[config.mk]
export PLATFORM = sky130hd
export DESIGN_NAME = rx_port_csi_error_and_forwarding
export DESIGN_NICKNAME = d
export VERILOG_FILES = /design/src/hw/rx_port_pkg.sv /design/src/hw/port_bank_mem.sv /design/src/hw/rx_port_csi_error_and_forwarding.sv
export SDC_FILE = /design/constraint.sdc
export NUM_CORES = 1
export LEC_CHECK = 0
export ABC_CLOCK_PERIOD_IN_PS = 5560
export BUFFER_PORTS_ARGS = -buffer_cell sky130_fd_sc_hd__buf_2
export CAP_MARGIN = 20
export CORE_AREA = 5 5 133 135
export DETAILED_ROUTE_END_ITERATION = 8
export DIE_AREA = 0 0 138 140
export PLACE_DENSITY = 0.74
export SKIP_CTS_REPAIR_TIMING = 1
export SYNTH_ARGS = -nofsm -noshare
export SYNTH_HDL_FRONTEND = slang
export SYNTH_HIERARCHICAL = 1
export SYNTH_SLANG_ARGS = --single-unit
[constraint.sdc]
create_clock -name i_clk -period 5.56 [get_ports i_clk]
set_clock_uncertainty 0.15 [all_clocks]
set_input_delay 0 -clock i_clk [delete_from_list [all_inputs] [get_ports i_clk]]
set_output_delay 0 -clock i_clk [all_outputs]
set_load 0.02 [all_outputs]
[src/hw/rx_port_pkg.sv]
// Constants shared by the receive port status and forwarding logic
`default_nettype none
package rx_port_pkg;
  // Register offsets; all but port select are banked per port
  localparam logic [7:0] port_select_addr = 8'h4c;
  localparam logic [7:0] csi_receive_error_flags_addr = 8'h7a;
  localparam logic [7:0] csi_errored_packet_count_addr = 8'h7b;
  localparam logic [7:0] port_video_handling_config_addr = 8'h7c;
  localparam logic [7:0] pass_threshold_addr = 8'h7d;
  // Field positions
  localparam int length_fault_bit = 3;
  localparam int payload_check_fail_bit = 2;
  localparam int multibit_bit = 1;
  localparam int singlebit_bit = 0;
  localparam int narrowing_hi = 7;
  localparam int narrowing_lo = 6;
  localparam int parity_trunc_bit = 5;
  localparam int line_size_trunc_bit = 4;
  localparam int frame_size_trunc_bit = 3;
  localparam int line_pol_bit = 1;
  localparam int frame_pol_bit = 0;
  // Reset values and tally saturation limit
  localparam logic [7:0] flags_reset = 8'h00;
  localparam logic [7:0] count_reset = 8'h00;
  localparam logic [7:0] config_reset = 8'h00;
  localparam logic [1:0] threshold_reset = 2'h0;
  localparam logic [7:0] tally_max = 8'hff;
  // Narrowing modes
  typedef enum logic [1:0]
  {
    raw10_normal = 2'h0,
    raw10_reserved = 2'h1,
    raw10_upper8 = 2'h2,
    raw10_lower8 = 2'h3
  } narrowing_t;
endpackage
`default_nettype wire
[src/hw/port_bank_mem.sv]
// Per-port configuration store with registered read data
`default_nettype none
module port_bank_mem #(
  parameter int ports = 2,
  parameter int sel_w = 1
) (
  input wire logic i_clk, // Core clock
  input wire logic i_rst_n, // Synchronised reset, active low
  input wire logic i_we, // Write strobe
  input wire logic [sel_w-1:0] i_wsel, // Port written
  input wire logic [7:0] i_wdata, // Write data
  input wire logic [sel_w-1:0] i_rsel, // Port read
  output logic [7:0] o_rdata, // Registered read data
  output logic [ports*8-1:0] o_all // Every bank, for the datapaths
);
  logic [7:0] mem_q [ports];
  // ------------------------------------------------------------
  // Storage, one byte per port
  // ------------------------------------------------------------
  genvar g;
  generate
    for (g = 0; g < ports; g++)
    begin : g_bank
      always_ff @(posedge i_clk or negedge i_rst_n)
      begin
        if (!i_rst_n)
          mem_q[g] <= rx_port_pkg::config_reset;
        else if (i_we && i_wsel == sel_w'(g))
          mem_q[g] <= i_wdata;
      end
      assign o_all[g*8 +: 8] = mem_q[g];
    end
  endgenerate
  // Read port
  always_ff @(posedge i_clk or negedge i_rst_n)
  begin
    if (!i_rst_n)
      o_rdata <= 8'h00;
    else
      o_rdata <= mem_q[i_rsel];
  end
endmodule
`default_nettype wire

[src/hw/rx_port_csi_error_and_forwarding.sv]
// Per-port CSI error status, error tally and video forwarding control
// Notes on behaviour
// - Length mismatch sets sticky length flag
// - Bad payload checksum sets sticky flag
// - Multi-bit header error flagged, left uncorrected
// - Single-bit header error corrected and flagged
// - Flags read one, clear when status read
// - Eight-bit errored packet count, cleared on read
// - Two-bit field selects Raw10 narrowing mode
// - Parity fault truncates frame when enabled
// - Line size change truncates frame when enabled
// - Frame size change truncates when enabled
// - After frame size truncation wait qualification count
// - Count zero passes as soon as locked
// - Line valid polarity bit selects active low
// - Frame valid polarity bit selects active low
// - Registers banked, chosen by port select
`default_nettype none
module rx_port_csi_error_and_forwarding #(
  parameter int ports = 2,
  parameter int sel_w = 1
) (
  input wire logic i_clk, // Core clock, 100 MHz
  input wire logic i_rst_b, // Asynchronous reset, active low
  input wire logic i_reg_wr, // Register write strobe
  input wire logic i_reg_rd, // Register read strobe
  input wire logic [7:0] i_reg_addr, // Register offset
  input wire logic [7:0] i_reg_wdata, // Write data
  output logic [7:0] o_reg_rdata, // Read data, valid cycle after read
  input wire logic [ports-1:0] i_pkt_end, // Packet finished, per port
  input wire logic [ports-1:0] i_length_fault, // Word count mismatch
  input wire logic [ports-1:0] i_checksum_fault, // Payload checksum bad
  input wire logic [ports-1:0] i_ecc_multi, // Uncorrectable header
  input wire logic [ports-1:0] i_ecc_single, // Correctable header
  input wire logic [ports*32-1:0] i_hdr, // Raw header, per port
  input wire logic [ports*32-1:0] i_hdr_fixed, // Header with one bit fixed
  output logic [ports*32-1:0] o_hdr, // Header forwarded
  input wire logic [ports-1:0] i_lock, // Receiver locked
  input wire logic [ports-1:0] i_frame_end, // Valid frame completed
  input wire logic [ports-1:0] i_parity_fault, // Link parity error
  input wire logic [ports-1:0] i_line_size_change, // Line length changed
  input wire logic [ports-1:0] i_frame_size_change, // Line count changed
  input wire logic [ports*10-1:0] i_pixel, // Raw10 pixel per port
  output logic [ports*10-1:0] o_pixel, // Packed pixel, 8-bit in low bits
  input wire logic [ports-1:0] i_line_valid, // Raw line valid pin
  input wire logic [ports-1:0] i_frame_valid, // Raw frame valid pin
  output logic [ports-1:0] o_line_active, // Line valid, active high
  output logic [ports-1:0] o_frame_active, // Frame valid, active high
  output logic [ports-1:0] o_forward, // Forwarding allowed
  output logic [ports-1:0] o_pass // Qualification achieved
);
  // Shared state; the per-port arrays are indexed by the receive port
  logic rst_meta_q;
  logic rst_n_q;
  logic [sel_w-1:0] port_sel_q;
  logic [1:0] threshold_q [ports];
  logic [7:0] flags_q [ports];
  logic [7:0] tally_q [ports];
  logic [ports*8-1:0] cfg_all;
  logic [7:0] cfg_rdata;
  logic [7:0] rd_addr_q;
  logic [7:0] direct_q;
  logic cfg_we;
  logic [ports-1:0] trunc_q;
  logic [2:0] good_q [ports];

  // ------------------------------------------------------------
  // Reset release
  // ------------------------------------------------------------
  // Two stages so release never lands near a clock edge
  // Assertion stays asynchronous; every other flop resets from rst_n_q
  always_ff @(posedge i_clk or negedge i_rst_b)
  begin
    if (!i_rst_b)
    begin
      rst_meta_q <= 1'b0;
      rst_n_q <= 1'b0;
    end
    else
    begin
      rst_meta_q <= 1'b1;
      rst_n_q <= rst_meta_q;
    end
  end

  // ------------------------------------------------------------
  // Register access
  // ------------------------------------------------------------
  // Port select chooses which bank all banked offsets reach
  always_ff @(posedge i_clk or negedge rst_n_q)
  begin
    if (!rst_n_q)
      port_sel_q <= '0;
    else if (i_reg_wr && i_reg_addr == rx_port_pkg::port_select_addr)
      port_sel_q <= i_reg_wdata[sel_w-1:0];
  end

  // Writes to unmapped or read-only offsets fall through untouched
  assign cfg_we = i_reg_wr && i_reg_addr == rx_port_pkg::port_video_handling_config_addr;

  // Configuration lives in the bank store
  port_bank_mem #(
    .ports(ports),
    .sel_w(sel_w)
  ) u_cfg (
    .i_clk(i_clk),
    .i_rst_n(rst_n_q),
    .i_we(cfg_we),
    .i_wsel(port_sel_q),
    .i_wdata(i_reg_wdata),
    .i_rsel(port_sel_q),
    .o_rdata(cfg_rdata),
    .o_all(cfg_all)
  );

  // Direct read data captured alongside the store's registered read
  // Capture is side-effect free; the read clears live in the port logic
  always_ff @(posedge i_clk or negedge rst_n_q)
  begin
    if (!rst_n_q)
    begin
      rd_addr_q <= 8'h00;
      direct_q <= 8'h00;
    end
    else
    begin
      rd_addr_q <= i_reg_addr;
      unique case (i_reg_addr)
        rx_port_pkg::port_select_addr: direct_q <= 8'(port_sel_q);
        rx_port_pkg::csi_receive_error_flags_addr: direct_q <= flags_q[port_sel_q];
        rx_port_pkg::csi_errored_packet_count_addr: direct_q <= tally_q[port_sel_q];
        rx_port_pkg::pass_threshold_addr: direct_q <= {6'h00, threshold_q[port_sel_q]};
        default: direct_q <= 8'h00; // Unmapped offsets read zero
      endcase
    end
  end

  // Output mux, so the answer follows a read by one cycle
  always_comb
  begin
    if (rd_addr_q == rx_port_pkg::port_video_handling_config_addr)
      o_reg_rdata = cfg_rdata;
    else
      o_reg_rdata = direct_q;
  end

  // ------------------------------------------------------------
  // Per-port status, tally and forwarding
  // ------------------------------------------------------------
  genvar p;
  generate
    for (p = 0; p < ports; p++)
    begin : g_port
      logic sel_here;
      logic rd_flags;
      logic rd_tally;
      logic any_err;
      logic [7:0] cfg;
      logic [3:0] new_err;
      logic [1:0] narrow;
      logic trunc_evt;
      logic hdr_fix;
      assign sel_here = port_sel_q == sel_w'(p);
      assign cfg = cfg_all[p*8 +: 8];
      assign rd_flags = i_reg_rd && sel_here
        && i_reg_addr == rx_port_pkg::csi_receive_error_flags_addr;
      assign rd_tally = i_reg_rd && sel_here
        && i_reg_addr == rx_port_pkg::csi_errored_packet_count_addr;
      // ----------------------------------------------------------
      // Error capture and sticky status
      // ----------------------------------------------------------
      // Faults count only at packet end; the levels are ignored otherwise
      assign new_err[rx_port_pkg::length_fault_bit] = i_pkt_end[p] && i_length_fault[p];
      assign new_err[rx_port_pkg::payload_check_fail_bit] =
        i_pkt_end[p] && i_checksum_fault[p];
      assign new_err[rx_port_pkg::multibit_bit] = i_pkt_end[p] && i_ecc_multi[p];
      assign new_err[rx_port_pkg::singlebit_bit] =
        i_pkt_end[p] && i_ecc_single[p] && !i_ecc_multi[p];
      assign any_err = |new_err;

      // Sticky flags; a new error in the read cycle wins over the clear
      always_ff @(posedge i_clk or negedge rst_n_q)
      begin
        if (!rst_n_q)
          flags_q[p] <= rx_port_pkg::flags_reset;
        else if (rd_flags)
          flags_q[p] <= {4'h0, new_err};
        else
          flags_q[p] <= flags_q[p] | {4'h0, new_err};
      end

      // Errored packet tally, saturating; read restarts at zero or one
      // Saturating keeps an error burst visible as 0xff rather than wrapping
      always_ff @(posedge i_clk or negedge rst_n_q)
      begin
        if (!rst_n_q)
          tally_q[p] <= rx_port_pkg::count_reset;
        else if (rd_tally)
          tally_q[p] <= {7'h00, any_err};
        else if (any_err && tally_q[p] != rx_port_pkg::tally_max)
          tally_q[p] <= tally_q[p] + 8'h01;
      end

      // ----------------------------------------------------------
      // Header and pixel datapath
      // ----------------------------------------------------------
      // A multi-bit fault outranks the single one, so no miscorrection
      assign hdr_fix = i_ecc_single[p] && !i_ecc_multi[p];

      // Header forwarded raw when multi-bit, corrected when single-bit
      always_ff @(posedge i_clk or negedge rst_n_q)
      begin
        if (!rst_n_q)
          o_hdr[p*32 +: 32] <= 32'h0000_0000;
        else if (hdr_fix)
          o_hdr[p*32 +: 32] <= i_hdr_fixed[p*32 +: 32];
        else
          o_hdr[p*32 +: 32] <= i_hdr[p*32 +: 32];
      end

      // Raw10 narrowing; the reserved code behaves as normal
      assign narrow = cfg[rx_port_pkg::narrowing_hi:rx_port_pkg::narrowing_lo];
      always_ff @(posedge i_clk or negedge rst_n_q)
      begin
        if (!rst_n_q)
          o_pixel[p*10 +: 10] <= 10'h000;
        else
          unique case (narrow)
            rx_port_pkg::raw10_upper8: o_pixel[p*10 +: 10] <= {2'h0, i_pixel[p*10+2 +: 8]};
            rx_port_pkg::raw10_lower8: o_pixel[p*10 +: 10] <= {2'h0, i_pixel[p*10 +: 8]};
            default: o_pixel[p*10 +: 10] <= i_pixel[p*10 +: 10];
          endcase
      end

      // ----------------------------------------------------------
      // Raw sync polarity
      // ----------------------------------------------------------
      // Polarity correction of raw sync pins
      always_ff @(posedge i_clk or negedge rst_n_q)
      begin
        if (!rst_n_q)
        begin
          o_line_active[p] <= 1'b0;
          o_frame_active[p] <= 1'b0;
        end
        else
        begin
          o_line_active[p] <= i_line_valid[p] ^ cfg[rx_port_pkg::line_pol_bit];
          o_frame_active[p] <= i_frame_valid[p] ^ cfg[rx_port_pkg::frame_pol_bit];
        end
      end

      // ----------------------------------------------------------
      // Truncation and pass qualification
      // ----------------------------------------------------------
      // Any enabled discard cause cuts the frame short
      assign trunc_evt = (cfg[rx_port_pkg::parity_trunc_bit] && i_parity_fault[p])
        || (cfg[rx_port_pkg::line_size_trunc_bit] && i_line_size_change[p])
        || (cfg[rx_port_pkg::frame_size_trunc_bit] && i_frame_size_change[p]);

      // Truncation held to frame end, or until qualified after size change
      // Limitation: a cut frame stays cut even if its cause goes away
      always_ff @(posedge i_clk or negedge rst_n_q)
      begin
        if (!rst_n_q)
          trunc_q[p] <= 1'b0;
        else if (trunc_evt)
          trunc_q[p] <= 1'b1;
        else if (i_frame_end[p] && o_pass[p])
          trunc_q[p] <= 1'b0;
      end

      // Good frame count toward pass; an enabled frame size change or loss of lock restarts it
      // Three bits are enough, as the threshold field tops out at three
      always_ff @(posedge i_clk or negedge rst_n_q)
      begin
        if (!rst_n_q)
          good_q[p] <= 3'h0;
        else if (!i_lock[p] || (cfg[rx_port_pkg::frame_size_trunc_bit]
                 && i_frame_size_change[p]))
          good_q[p] <= 3'h0;
        else if (i_frame_end[p] && good_q[p] < {1'b0, threshold_q[p]})
          good_q[p] <= good_q[p] + 3'h1;
      end

      // Threshold zero passes on lock alone
      // Combinational, so pass drops in the same cycle that lock is lost
      assign o_pass[p] = i_lock[p] && good_q[p] >= {1'b0, threshold_q[p]};
      assign o_forward[p] = o_pass[p] && !trunc_q[p] && !trunc_evt;

      // ----------------------------------------------------------
      // Threshold register
      // ----------------------------------------------------------
      // Qualification threshold per port
      always_ff @(posedge i_clk or negedge rst_n_q)
      begin
        if (!rst_n_q)
          threshold_q[p] <= rx_port_pkg::threshold_reset;
        else if (i_reg_wr && sel_here && i_reg_addr == rx_port_pkg::pass_threshold_addr)
          threshold_q[p] <= i_reg_wdata[1:0];
      end
    end
  endgenerate
endmodule
`default_nettype wire

* Word-level counts from Yosys, hierarchy flattened
Index checks and enable logic that the tools add are counted.
Cells by class: add/sub/neg operators 4, order comparisons 5, muxes and demuxes 32, reductions and logical operators 66, equal/unequal tests 12, bitwise gates (word level) 8
Operators with widths (number):
- $mux W8 | 16
- $mux W32 | 2
- $eq A8 B7 Y1 const B | 6
- $logic_and A1 B1 Y1 | 44
- $pmux W10 S2 | 2
- $pmux W8 S4 | 1
- $add A8 B1 Y8 const B | 2
- $ne A8 B8 Y1 const B | 2
- $or A8 B4 Y8 | 2
- $mux W3 | 4
- $reduce_bool A2 Y1 | 6
- $eq A2 B2 Y1 const B | 4
- $logic_not A1 Y1 | 8
- $reduce_or A4 Y1 | 2
- $add A3 B1 Y3 const B | 2
- $ge A3 B2 Y1 | 2
- $logic_or A1 B1 Y1 | 6
- $lt A3 B2 Y1 | 2
- $mux W2 | 3
- $mux W1 | 4
- $xor A1 B1 Y1 | 4
- $ge A2 B2 Y1 const B | 1
- $not A1 Y2 | 1
- $not A1 Y1 | 1
Word-level totals: output and inout bits 100, bits in registers 175

* Logic depth before layout (Yosys ltp)
Gate-level depths: netlist of the first run.
word-level depth 6, mapped depth 6, mapped depth without buffers 6

* Hierarchy
Netlist of the first run, hierarchy kept.
Modules (own cells, without submodules):
- rx_port_csi_error_and_forwarding | cells an instance 465, times used 1, area each 6114.6 um^2
- port_bank_mem | cells an instance 52, times used 1, area each 937.1 um^2

* Worst setup path before layout of the first run
Ideal clock, no wire load.
path kind register -> output, from register good_q[4] (netlist name), to output port o_forward[0], stages on the path, launching flop included 5, arrival time 1698 ps, buffers on the path 0, slack 3712 ps, cells stage by stage dfrtp_1 -> ha_1 -> a21boi_0 -> o31a_1 -> nor3b_1
On the way: cells in the longest elaborated chain, start to end 4
RTL lines:
- from (decl) | RTL line rx_port_csi_error_and_forwarding.sv:65 | logic [2:0] good_q [ports];
- from (signal, indexed assignment) | RTL line rx_port_csi_error_and_forwarding.sv:283 | good_q[p] <= good_q[p] + 3'h1;
- $ge A3 B2 Y1 | RTL line rx_port_csi_error_and_forwarding.sv:288 | assign o_pass[p] = i_lock[p] && good_q[p] >= {1'b0, threshold_q[p]};
- $logic_and A1 B1 Y1 | RTL line rx_port_csi_error_and_forwarding.sv:288
- named net o_pass[0] | RTL line rx_port_csi_error_and_forwarding.sv:50 | output logic [ports-1:0] o_pass
- $logic_and A1 B1 Y1 (2 in a row) | RTL line rx_port_csi_error_and_forwarding.sv:289 | assign o_forward[p] = o_pass[p] && !trunc_q[p] && !trunc_evt;
- to (decl) | RTL line rx_port_csi_error_and_forwarding.sv:49 | output logic [ports-1:0] o_forward,
The timed path passes the listed nets, and every way through them passes these cells.

* Final worst setup path of the first run
from register rd_addr_q[7], to output port o_reg_rdata[7]
On the way: cells in the longest elaborated chain, start to end 2
RTL lines:
- from (decl) | RTL line rx_port_csi_error_and_forwarding.sv:61 | logic [7:0] rd_addr_q;
- from (signal assigned) | RTL line rx_port_csi_error_and_forwarding.sv:127 | rd_addr_q <= i_reg_addr;
- $eq A8 B7 Y1 | RTL line rx_port_csi_error_and_forwarding.sv:141 | if (rd_addr_q == rx_port_pkg::port_video_handling_config_addr)
- $mux W8 | RTL line rx_port_csi_error_and_forwarding.sv:141
- to (decl) | RTL line rx_port_csi_error_and_forwarding.sv:29 | output logic [7:0] o_reg_rdata,
No other way between the ends.

==> reports/metrics.yaml, run 1 <==
outcome:
  status: "finished clean"
detailed_routing:
  drtIter0Drc: 313
  first_pass_iters: 7
  routed_wl_um: 24800
  drc: 0
  ant_nets: 0
  wl_per_cell_um: 19.8
  vias: 6307
  routed_via_density: 5.04
layout:
  final_common_cell: "buf_2"
  utilization_pct: 69.6
  fillers: 1075
  area_delta_synth_final_pct: 61.4
  nets: 1215
  final_cell_area_um2: 11400
  layout_common_cells: "buf_2, dlygate4sd3_1, dfrtp_1, mux2_2, nand2_1"
  drive_gt1_share_pct: 43.6
  layout.cells.non_filler: 1252
worst_setup_path:
  cp-start-kind: "register"
  crit_required_ns: 5.41
  critPathArrivalTime_ns: 2.28
  r2r_end: "flags_q[11]"
  crit_fanout: 8
  rrSetupSlack_ns: 3.28
  reg2reg_depth: 5
  cp_slowest_cell: "nor4_4"
  path_cells: "nand4b_1, nor4_4, mux2_1, buf_2"
  cp-end-kind: "output pin"
  path_class: "reg -> out"
  reg2reg_from: "g_port[1].sel_here"
  critPathMaxStageDelay_ns: 0.67
synth:
  muxShareOfSynthArea_pct: 20.2
  netlist_instances: 517
  ys_ff_latch: 167
  synth_seq_area_share_pct: 59.3
  synth-adder-area-share_pct: 1.42
  ys_async_sr_fraction_pct: 100
  synthXorXnorAreaFrac_pct: 1.74
  syn_nets: 717
  synthSimpleGateAreaFrac_pct: 9.39
  synth_edf_count: 0
  synthesis.area_um2: 7050
  synth_ff_type: "dfrtp_1"
  synth_top_family_by_area: "multiplexers"
  synth_cell_type_count: 55
  syn_area_per_cell_um2: 13.6
  ys_warn_count: 6
  synth_compound_area_share_pct: 5.82
die:
  fp.dieArea_um2: 19300
  rows: 47
  fp.dieH_um: 140
  core_area_um2: 16300
  dieWidth_um: 138
  initial_core_util_pct: 43.1
  ioPinCount: 292
clock_tree:
  numCtsBuffers: 17
  cts.path.max_buffers: 2
  clkSlewWorstSetupHoldPaths_ns: 0.07
  clock_tree.root_cell: "clkbuf_16"
  clock-sinks: 167
  clk_latency_ns: 0.43
  cts_max_level: 4
  cts_tree: "done"
global_route:
  grt_usage_pct: 19.1
  grt_max_degree: 73
  grt_antenna_before_repair: 4
  grt_pass1_vias: 5114
  grt_pass1_wl_um: 29300
  grt_overflow: 0
sta:
  tightest_slew_ns: 0.974
  fmax_ghz: 0.411
  setup_viol: 0
  slew-limit-headroom_pct: 35.1
  hold_violations: 0
  setup_ws_ns: 3.13
  holdWs_ns: 0.00339
  rsz0062_at_grt: "no"
  tns_ns: 0
  period_share_pct: 43.8
  fin_crit_ns: 2.43
  report.final.slew_viol_count: 0
placement:
  dp_cells: 1012
  pre_cts_slack_ns: 3.59
  postPlaceCellArea_um2: 8720
  io_buffer_count: 291
  globalplace.congestion: 0.849
  dp_hpwl_um: 15000
min_path:
  hold_path_class: "in -> reg"
  hold_path.startpoint: "i_ecc_single[0]"
  min_path_cells: 4
  hold_end: "tally_q[8]"
pwr:
  leakage_nw: 5.53
  p_per_area_nw_per_um2: 286
  finalPower_mw: 3.25
  peakVddDrop_uv: 217
job:
  cap_viol_max_count: 0
## per-layer routing
metal | share of wire, % | global-route usage (%)
met2 | 54 | 32.7
met4 | 3.9 | 5.67
met3 | 5.4 | 5.25
met1 | 36 | 23.9
met5 | 0 | 0
## where the power goes
part	internal, mW	switching [mW]	leakage [nW]
Combinational	0.321	0.285	3.22
Sequential	1.33	0.117	2.02
Clock	0.648	0.558	0.294
Total	2.29	0.959	5.53
## final cells by class
type / count / area [um^2] / area share, %
inverter: 13 / 48.8 / 0.429
antenna: 4 / 10.0 / 0.0880
clock buffer: 18 / 429 / 3.77
sequential: 167 / 4180 / 36.8
clock inverter: 14 / 183 / 1.61
multi-input combinational: 317 / 2720 / 23.9
tap: 220 / 275 / 2.42
timing repair buffer: 499 / 3530 / 31.0
## cell usage after synthesis (3+ instances only)
cell	count	share of area, %
mux2_1	4	0.64
xnor2_1	10	1.2
nor2b_1	6	0.53
a21o_1	3	0.32
nand3_1	11	0.78
dfrtp_1	167	59
buf_2	10	0.71
nand2_1	43	2.3
mux2_4	8	1.7
nand4b_1	3	0.37
nand2b_1	6	0.53
a22o_1	9	1.1
and4b_1	3	0.43
o22ai_1	4	0.35
mux2i_1	12	1.7
a2111oi_2	4	0.85
xor2_1	4	0.50
inv_1	13	0.69
mux2_2	99	16
nand4_1	8	0.71
and3_1	4	0.35
a21oi_1	3	0.21
nor2_1	25	1.3
clkbuf_1	7	0.37
ha_1	8	1.4
## sequential cells by signal (all words and copies together), names as in the netlist
signal           count
o_hdr               64
o_pixel             20
tally_q             16
u_cfg/o_all         16
direct_q             8
flags_q              8
rd_addr_q            8
u_cfg/o_rdata        8
good_q               6
threshold_q          4
o_frame_active       2
o_line_active        2
trunc_q              2
g_port.sel_here      1
rst_meta_q           1
rst_n_q              1
## worst max-delay path, delay by kind of cell, from the launching register on
| kind | cells | cell delay (ns) |
|---|---|---|
| AND/OR/NAND/NOR | 2 | 0.89 |
| flip-flops | 1 | 0.37 |
| buffers and inverters | 1 | 0.17 |
| multiplexers | 1 | 0.41 |
## cells by family (layout without fill, tap and decap cells)
kind of cell,Yosys count,in the layout
simple gates,126,126
xor+xnor,14,14
buf+inv,33,544
flops,167,167
mux,124,124
compound gates,44,44
other cells,1,5
fa+ha+maj,8,8
## worst max path at each step
| stage | to | start | slack [ns] | depth (start not counted) |
|---|---|---|---|---|
| after floorplan | direct_q[0] | rst_n_q | 0.41 | 0 |
| after global placement | o_reg_rdata[2] | rd_addr_q[7] | 3.61 | 4 |
| after detailed placement | o_reg_rdata[0] | rd_addr_q[7] | 3.59 | 4 |
| after CTS | o_reg_rdata[0] | rd_addr_q[7] | 3.12 | 4 |
| after global routing | o_reg_rdata[0] | rd_addr_q[7] | 3.05 | 4 |
| final | o_reg_rdata[7] | rd_addr_q[7] | 3.13 | 4 |
Power figures use the tool's default switching activity.
==> run 2, diff against run 1 <==
--- a/config.mk
+++ b/config.mk
@@ -5,13 +5,14 @@
 export SDC_FILE = /design/constraint.sdc
 export NUM_CORES = 1
 export LEC_CHECK = 0
-export ABC_CLOCK_PERIOD_IN_PS = 5560
+export ABC_AREA = 1
+export ABC_CLOCK_PERIOD_IN_PS = 2410
 export BUFFER_PORTS_ARGS = -buffer_cell sky130_fd_sc_hd__buf_2
 export CAP_MARGIN = 20
-export CORE_AREA = 5 5 133 135
+export CORE_AREA = 5 5 129 131
 export DETAILED_ROUTE_END_ITERATION = 8
-export DIE_AREA = 0 0 138 140
-export PLACE_DENSITY = 0.74
+export DIE_AREA = 0 0 134 136
+export PLACE_DENSITY = 0.78
 export SKIP_CTS_REPAIR_TIMING = 1
 export SYNTH_ARGS = -nofsm -noshare
 export SYNTH_HDL_FRONTEND = slang
==> constraint.sdc (replaced) <==
create_clock -name i_clk -period 2.41 [get_ports i_clk]
set_clock_uncertainty 0.15 [all_clocks]
set_input_delay 0 -clock i_clk [delete_from_list [all_inputs] [get_ports i_clk]]
set_output_delay 0 -clock i_clk [all_outputs]
set_load 0.02 [all_outputs]
==> run 2 against run 1 <==
Effect of this change:
- non-clock buffer count increased by 18
- sequential share of layout area decreased by 1.2 points
- count of clock-buffer cells in the layout unchanged
- clock power increased by 120%
- setup slack got worse by 3.0 ns
- sequential power increased by 120%
- routed wire length increased by 4.9%
- synthesized cell count increased by 68%
- core utilization increased by 6.4 points
- largest cell class unchanged
- largest power group unchanged
==> reports/metrics.yaml, run 2 <==
job:
  cap_viol_max_count: 0
detailed_routing:
  wl_per_cell_um: 16.4
  vias: 7907
  first_pass_iters: 5
  routed_via_density: 4.99
  drc: 0
  routed_wl_um: 26000
  drtIter0Drc: 469
  ant_nets: 0
worst_setup_path:
  worst-path-buf-inv: 2
  critPathMaxStageDelay_ns: 0.62
  path_cells: "nand2_1, nand4_1, dlygate4sd3_1, nor2_1, nor2_1, dlygate4sd3_1"
  rrSetupSlack_ns: 0.13
  cp-start-kind: "register"
  crit_family: "buffers and inverters"
  path_class: "reg -> reg"
  cp-end-kind: "register"
  crit_fanout: 3
  critPathArrivalTime_ns: 2.45
  crit_required_ns: 2.58
  cp_slowest_cell: "dlygate4sd3_1"
min_path:
  hold_path_class: "in -> reg"
layout:
  layout_common_cells: "nand2_1, buf_2, dlygate4sd3_1, dfrtp_1, nand3_1"
  drive_gt1_share_pct: 26.7
  fillers: 960
  area_delta_synth_final_pct: 59.6
  final_common_cell: "nand2_1"
  register_area_um2: 4180
  multiInputGateArea_um2: 2760
  top_register: "o_hdr"
  nets: 1581
  reg_top3: "o_hdr (64), o_pixel (20)"
  largest_reg_flops: 64
  antenna_cells: 0
  final_cell_area_um2: 11800
placement:
  io_buffer_count: 291
  globalplace.congestion: 0.864
  dp_hpwl_um: 14900
  postPlaceCellArea_um2: 9030
global_route:
  grt_pass1_vias: 6287
  grt_antenna_before_repair: 0
  grt_usage_pct: 20.5
  grt_pass1_wl_um: 29500
  grt_max_degree: 60
  busiest_layer: "met2"
  grt_overflow: 0
  met3_usage_pct: 5.74
  use_met2_pct: 35.9
  gr-usage-met1_pct: 24.0
sta:
  tightest_slew_ns: 1.06
  fmax_ghz: 0.438
  fin_crit_ns: 2.28
  slew-limit-headroom_pct: 29.5
  report.final.slew_viol_count: 0
  setup_viol: 0
  tns_ns: 0
  period_share_pct: 94.8
  hold_violations: 0
  rsz0062_at_grt: "no"
synth:
  yosysTopAreaCellShare_pct: 56.7
  syn_nets: 1071
  synth_ff_type: "dfrtp_1"
  synth_seq_area_share_pct: 56.7
  synth.area.top_cells: "dfrtp_1, nand2_1, nand3_1, inv_1, o21ai_0"
  yosysMostFrequentCell: "nand2_1"
  netlist_instances: 871
  ys_warn_count: 6
  synth_common_cells: "nand2_1, dfrtp_1, nand3_1"
  yosysTopAreaCell: "dfrtp_1"
  syn_area_per_cell_um2: 8.46
  ys_async_sr_fraction_pct: 100
  synth_edf_count: 0
  synth_cell_type_count: 31
  ys_ff_latch: 167
  synthesis.area_um2: 7370
die:
  fp.dieArea_um2: 18200
  core_area_um2: 15500
  ioPinCount: 292
  dieWidth_um: 134
  fp.dieH_um: 136
  rows: 46
  initial_core_util_pct: 47.6
clock_tree:
  cts_max_level: 4
  clock-sinks: 167
  numCtsBuffers: 17
  clkSlewWorstSetupHoldPaths_ns: 0.07
  clock_tree.root_cell: "clkbuf_16"
  clk_latency_ns: 0.43
  cts_tree: "done"
  cts.path.max_buffers: 2
pwr:
  p_per_area_nw_per_um2: 622
  peakVddDrop_uv: 509
  leakage_nw: 6.23
outcome:
  status: "finished clean"
==> run 2: cell count changes after synthesis, moves of 9 or more <==
cell / change
inv_1: +56
mux2_2: -94
nand3_1: +60
mux2i_1: -12
nand2_1: +342
o21ai_0: +36
nor2_1: +13
a22o_1: -9
==> run 2: worst register-to-register path, cell delays in order, from the launching register on <==
cell           delay (ns)
dfrtp_1              0.43
nand2_1              0.14
nand4_1              0.14
dlygate4sd3_1        0.62
nor2_1               0.11
nor2_1               0.05
dlygate4sd3_1        0.54
==> run 2: path summary, 6_finish.rpt <==
kind                                 start        endpoint  depth (start not counted)
setup / recovery           u_cfg/o_all[11]      trunc_q[1]                          6
hold / removal                    i_reg_rd      tally_q[9]                          6
setup reg to reg           u_cfg/o_all[11]      trunc_q[1]                          6
hold reg to reg                    rst_n_q      tally_q[4]                          0
max in group asynchronous          rst_n_q  threshold_q[3]                          1
min in group asynchronous          rst_n_q      tally_q[4]                          0
==> run 2: power by group <==
part	internal, mW	switching, mW	total, mW
Clock	1.45	1.20	2.66
Sequential	3.02	0.194	3.21
Combinational	0.677	0.772	1.45
Total	5.15	2.17	7.32
==> run 2: metal layers <==
metal / vias up / wire, um
met5: - / 0
met4: 0 / 1140
met3: 91 / 1700
met2: 386 / 13500
met1: 3701 / 9640
li1: 3729 / -
==> run 2: cell type report <==
cell class,instances,area share [%]
Sequential cell,167,35.6
Timing Repair Buffer,517,31.7
Multi-Input combinational cell,604,23.4
Clock buffer,18,3.65
Inverter,74,2.40
Tap cell,192,2.04
Clock inverter,14,1.24
==> run 2: logic make-up (layout without fill, tap and decap cells) <==
family / after synthesis / in the layout / synth area share (%)
AO/OA/AOI/OAI: 48 / 48 / 3.26
multiplexers: 5 / 5 / 0.764
AND/OR/NAND/NOR: 532 / 532 / 30.7
flip-flops: 167 / 167 / 56.7
buffers and inverters: 100 / 623 / 5.99
adder cells (fa/ha/maj): 8 / 8 / 1.36
other: 1 / 1 / 0.0509
XOR/XNOR: 10 / 10 / 1.19
==> run 2: stage by stage <==
step,power (mW),util (%),worst slack (ns),hold WS (ns),instances
final,7.32,76.0,0.125,0.00296,1586
after global routing,7.64,76.0,0.00170,0.0245,1586
after CTS,6.96,62.0,0.107,-0.820,1370
after detailed placement,4.33,58.3,0.597,-0.361,1338
after global placement,4.30,58.3,0.674,-0.362,1338
after floorplan,3.88,-,0.531,-0.446,871
==> run 3, diff against run 2 <==
--- a/config.mk
+++ b/config.mk
@@ -13,6 +13,7 @@
 export DETAILED_ROUTE_END_ITERATION = 8
 export DIE_AREA = 0 0 134 136
 export PLACE_DENSITY = 0.78
+export RECOVER_POWER = 50
 export SKIP_CTS_REPAIR_TIMING = 1
 export SYNTH_ARGS = -nofsm -noshare
 export SYNTH_HDL_FRONTEND = slang
==> run 3 against run 2 <==
Effect of this change:
- hold slack lost 0.0028 ns
- cell count unchanged
- total power down 0.25%
- first-iteration DRC count shrank 0.64%
- count of clock-buffer cells in the layout is the same
- flip-flop and latch count did not move
- critical path depth unchanged
- non-clock buffer count is the same
- critical endpoint unchanged
- die area unchanged
==> reports/metrics.yaml, run 3 (same netlist as run 2, synthesis figures left out) <==
clock_tree:
  cts.path.max_buffers: 2
  numCtsBuffers: 17
  clock_tree.root_cell: "clkbuf_16"
  cts_tree: "done"
  clock-sinks: 167
  cts_max_level: 4
  clk_latency_ns: 0.44
  clkSlewWorstSetupHoldPaths_ns: 0.07
layout:
  final_common_cell: "nand2_1"
  layout_common_cells: "nand2_1, buf_2, dlygate4sd3_1, dfrtp_1, nand3_1"
  top_register: "o_hdr"
  largest_reg_flops: 64
  reg_top3: "o_hdr (64), o_pixel (20)"
  antenna_cells: 0
  drive_gt1_share_pct: 23.7
  nets: 1581
  area_delta_synth_final_pct: 58.3
global_route:
  grt_max_degree: 60
  grt_pass1_vias: 6287
  grt_pass1_wl_um: 29500
  grt_usage_pct: 20.5
  grt_overflow: 0
  grt_antenna_before_repair: 0
sta:
  period_share_pct: 94.9
  slew-limit-headroom_pct: 12.9
  holdWs_ns: 0.000116
  report.final.slew_viol_count: 0
  fin_crit_ns: 2.29
  tns_ns: 0
  tightest_slew_ns: 1.31
  fmax_ghz: 0.437
  hold_violations: 0
  setup_viol: 0
  rsz0062_at_grt: "no"
worst_setup_path:
  cp-start-kind: "register"
  cp-end-kind: "register"
  crit_required_ns: 2.57
  cp-startpoint: "u_cfg/o_all[11]"
  critPathArrivalTime_ns: 2.45
  crit_fanout: 3
  path_class: "reg -> reg"
  reg2reg_from: "u_cfg/o_all[11]"
pwr:
  leakage_nw: 6.10
  peakVddDrop_uv: 514
  p_per_area_nw_per_um2: 626
die:
  fp.dieArea_um2: 18200
  fp.dieH_um: 136
  initial_core_util_pct: 47.6
  core_area_um2: 15500
  dieWidth_um: 134
  ioPinCount: 292
  rows: 46
detailed_routing:
  routed_wl_um: 25900
  first_pass_iters: 5
  drtIter0Drc: 466
  drc: 0
  vias: 7917
  wl_per_cell_um: 16.3
  ant_nets: 0
  routed_via_density: 4.99
min_path:
  hold_path_class: "in -> reg"
  hold_path.startpoint: "i_reg_rd"
job:
  cap_viol_max_count: 0
placement:
  io_buffer_count: 291
  globalplace.congestion: 0.864
  dp_hpwl_um: 14900
outcome:
  status: "finished clean"
## run 3: changes by cell type in the layout (fill, tap and decap cells not counted)
cell      delta
clkbuf_2     +1
clkbuf_1    +40
dfrtp_1      +1
dfrtp_4      -1
buf_2       -38
buf_12       -3
## run 3: where the power goes
group	total (mW)	internal, mW	switching (mW)
Combinational	1.43	0.655	0.771
Clock	2.66	1.45	1.21
Sequential	3.22	3.02	0.195
## run 3: critical path, cell delays in order, from the launching register on
cell           delay, ns
dfrtp_1             0.43
nand2_1             0.14
nand4_1             0.14
dlygate4sd3_1       0.62
nor2_1              0.11
nor2_1              0.05
dlygate4sd3_1       0.54
## run 3: layer usage
metal | vias to the layer above | wire, um | track usage [%] | part of all wire [%]
li1 | 3728 | - | - | -
met1 | 3711 | 9480 | 24.0 | 37
met2 | 377 | 13500 | 35.9 | 52
met3 | 101 | 1740 | 5.74 | 6.7
met4 | 0 | 1170 | 8.29 | 4.5
met5 | - | 0 | 0 | 0
## run 3: worst paths after layout
check | to | slack, ns | cells past startpoint
max | trunc_q[1] | 0.12 | 6
min | tally_q[9] | 0.0001 | 6
max reg2reg | trunc_q[1] | 0.12 | 6
min reg2reg | tally_q[4] | 0.02 | 0
max in group asynchronous | threshold_q[3] | 0.47 | 1
min in group asynchronous | tally_q[4] | 0.02 | 0
## run 3: final cells by class
| type | count | area (um^2) |
|---|---|---|
| Clock inverter | 14 | 146 |
| Inverter | 74 | 283 |
| Sequential cell | 167 | 4180 |
| Tap cell | 192 | 240 |
| Fill cell | 994 | 3820 |
| Clock buffer | 18 | 429 |
| Timing Repair Buffer | 517 | 3630 |
| Multi-Input combinational cell | 604 | 2760 |
## run 3: stage by stage
step	util [%]	area, um^2	instances	power (mW)	setup WS, ns
4_1_cts	62.0	9610	1370	6.96	0.107
2_1_floorplan	-	7370	871	3.88	0.531
5_1_grt	75.3	11700	1586	7.62	0.00170
6_report	75.3	11700	1586	7.30	0.122
3_5_place_dp	58.3	9030	1338	4.33	0.597
3_3_place_gp	58.3	9030	1338	4.30	0.674
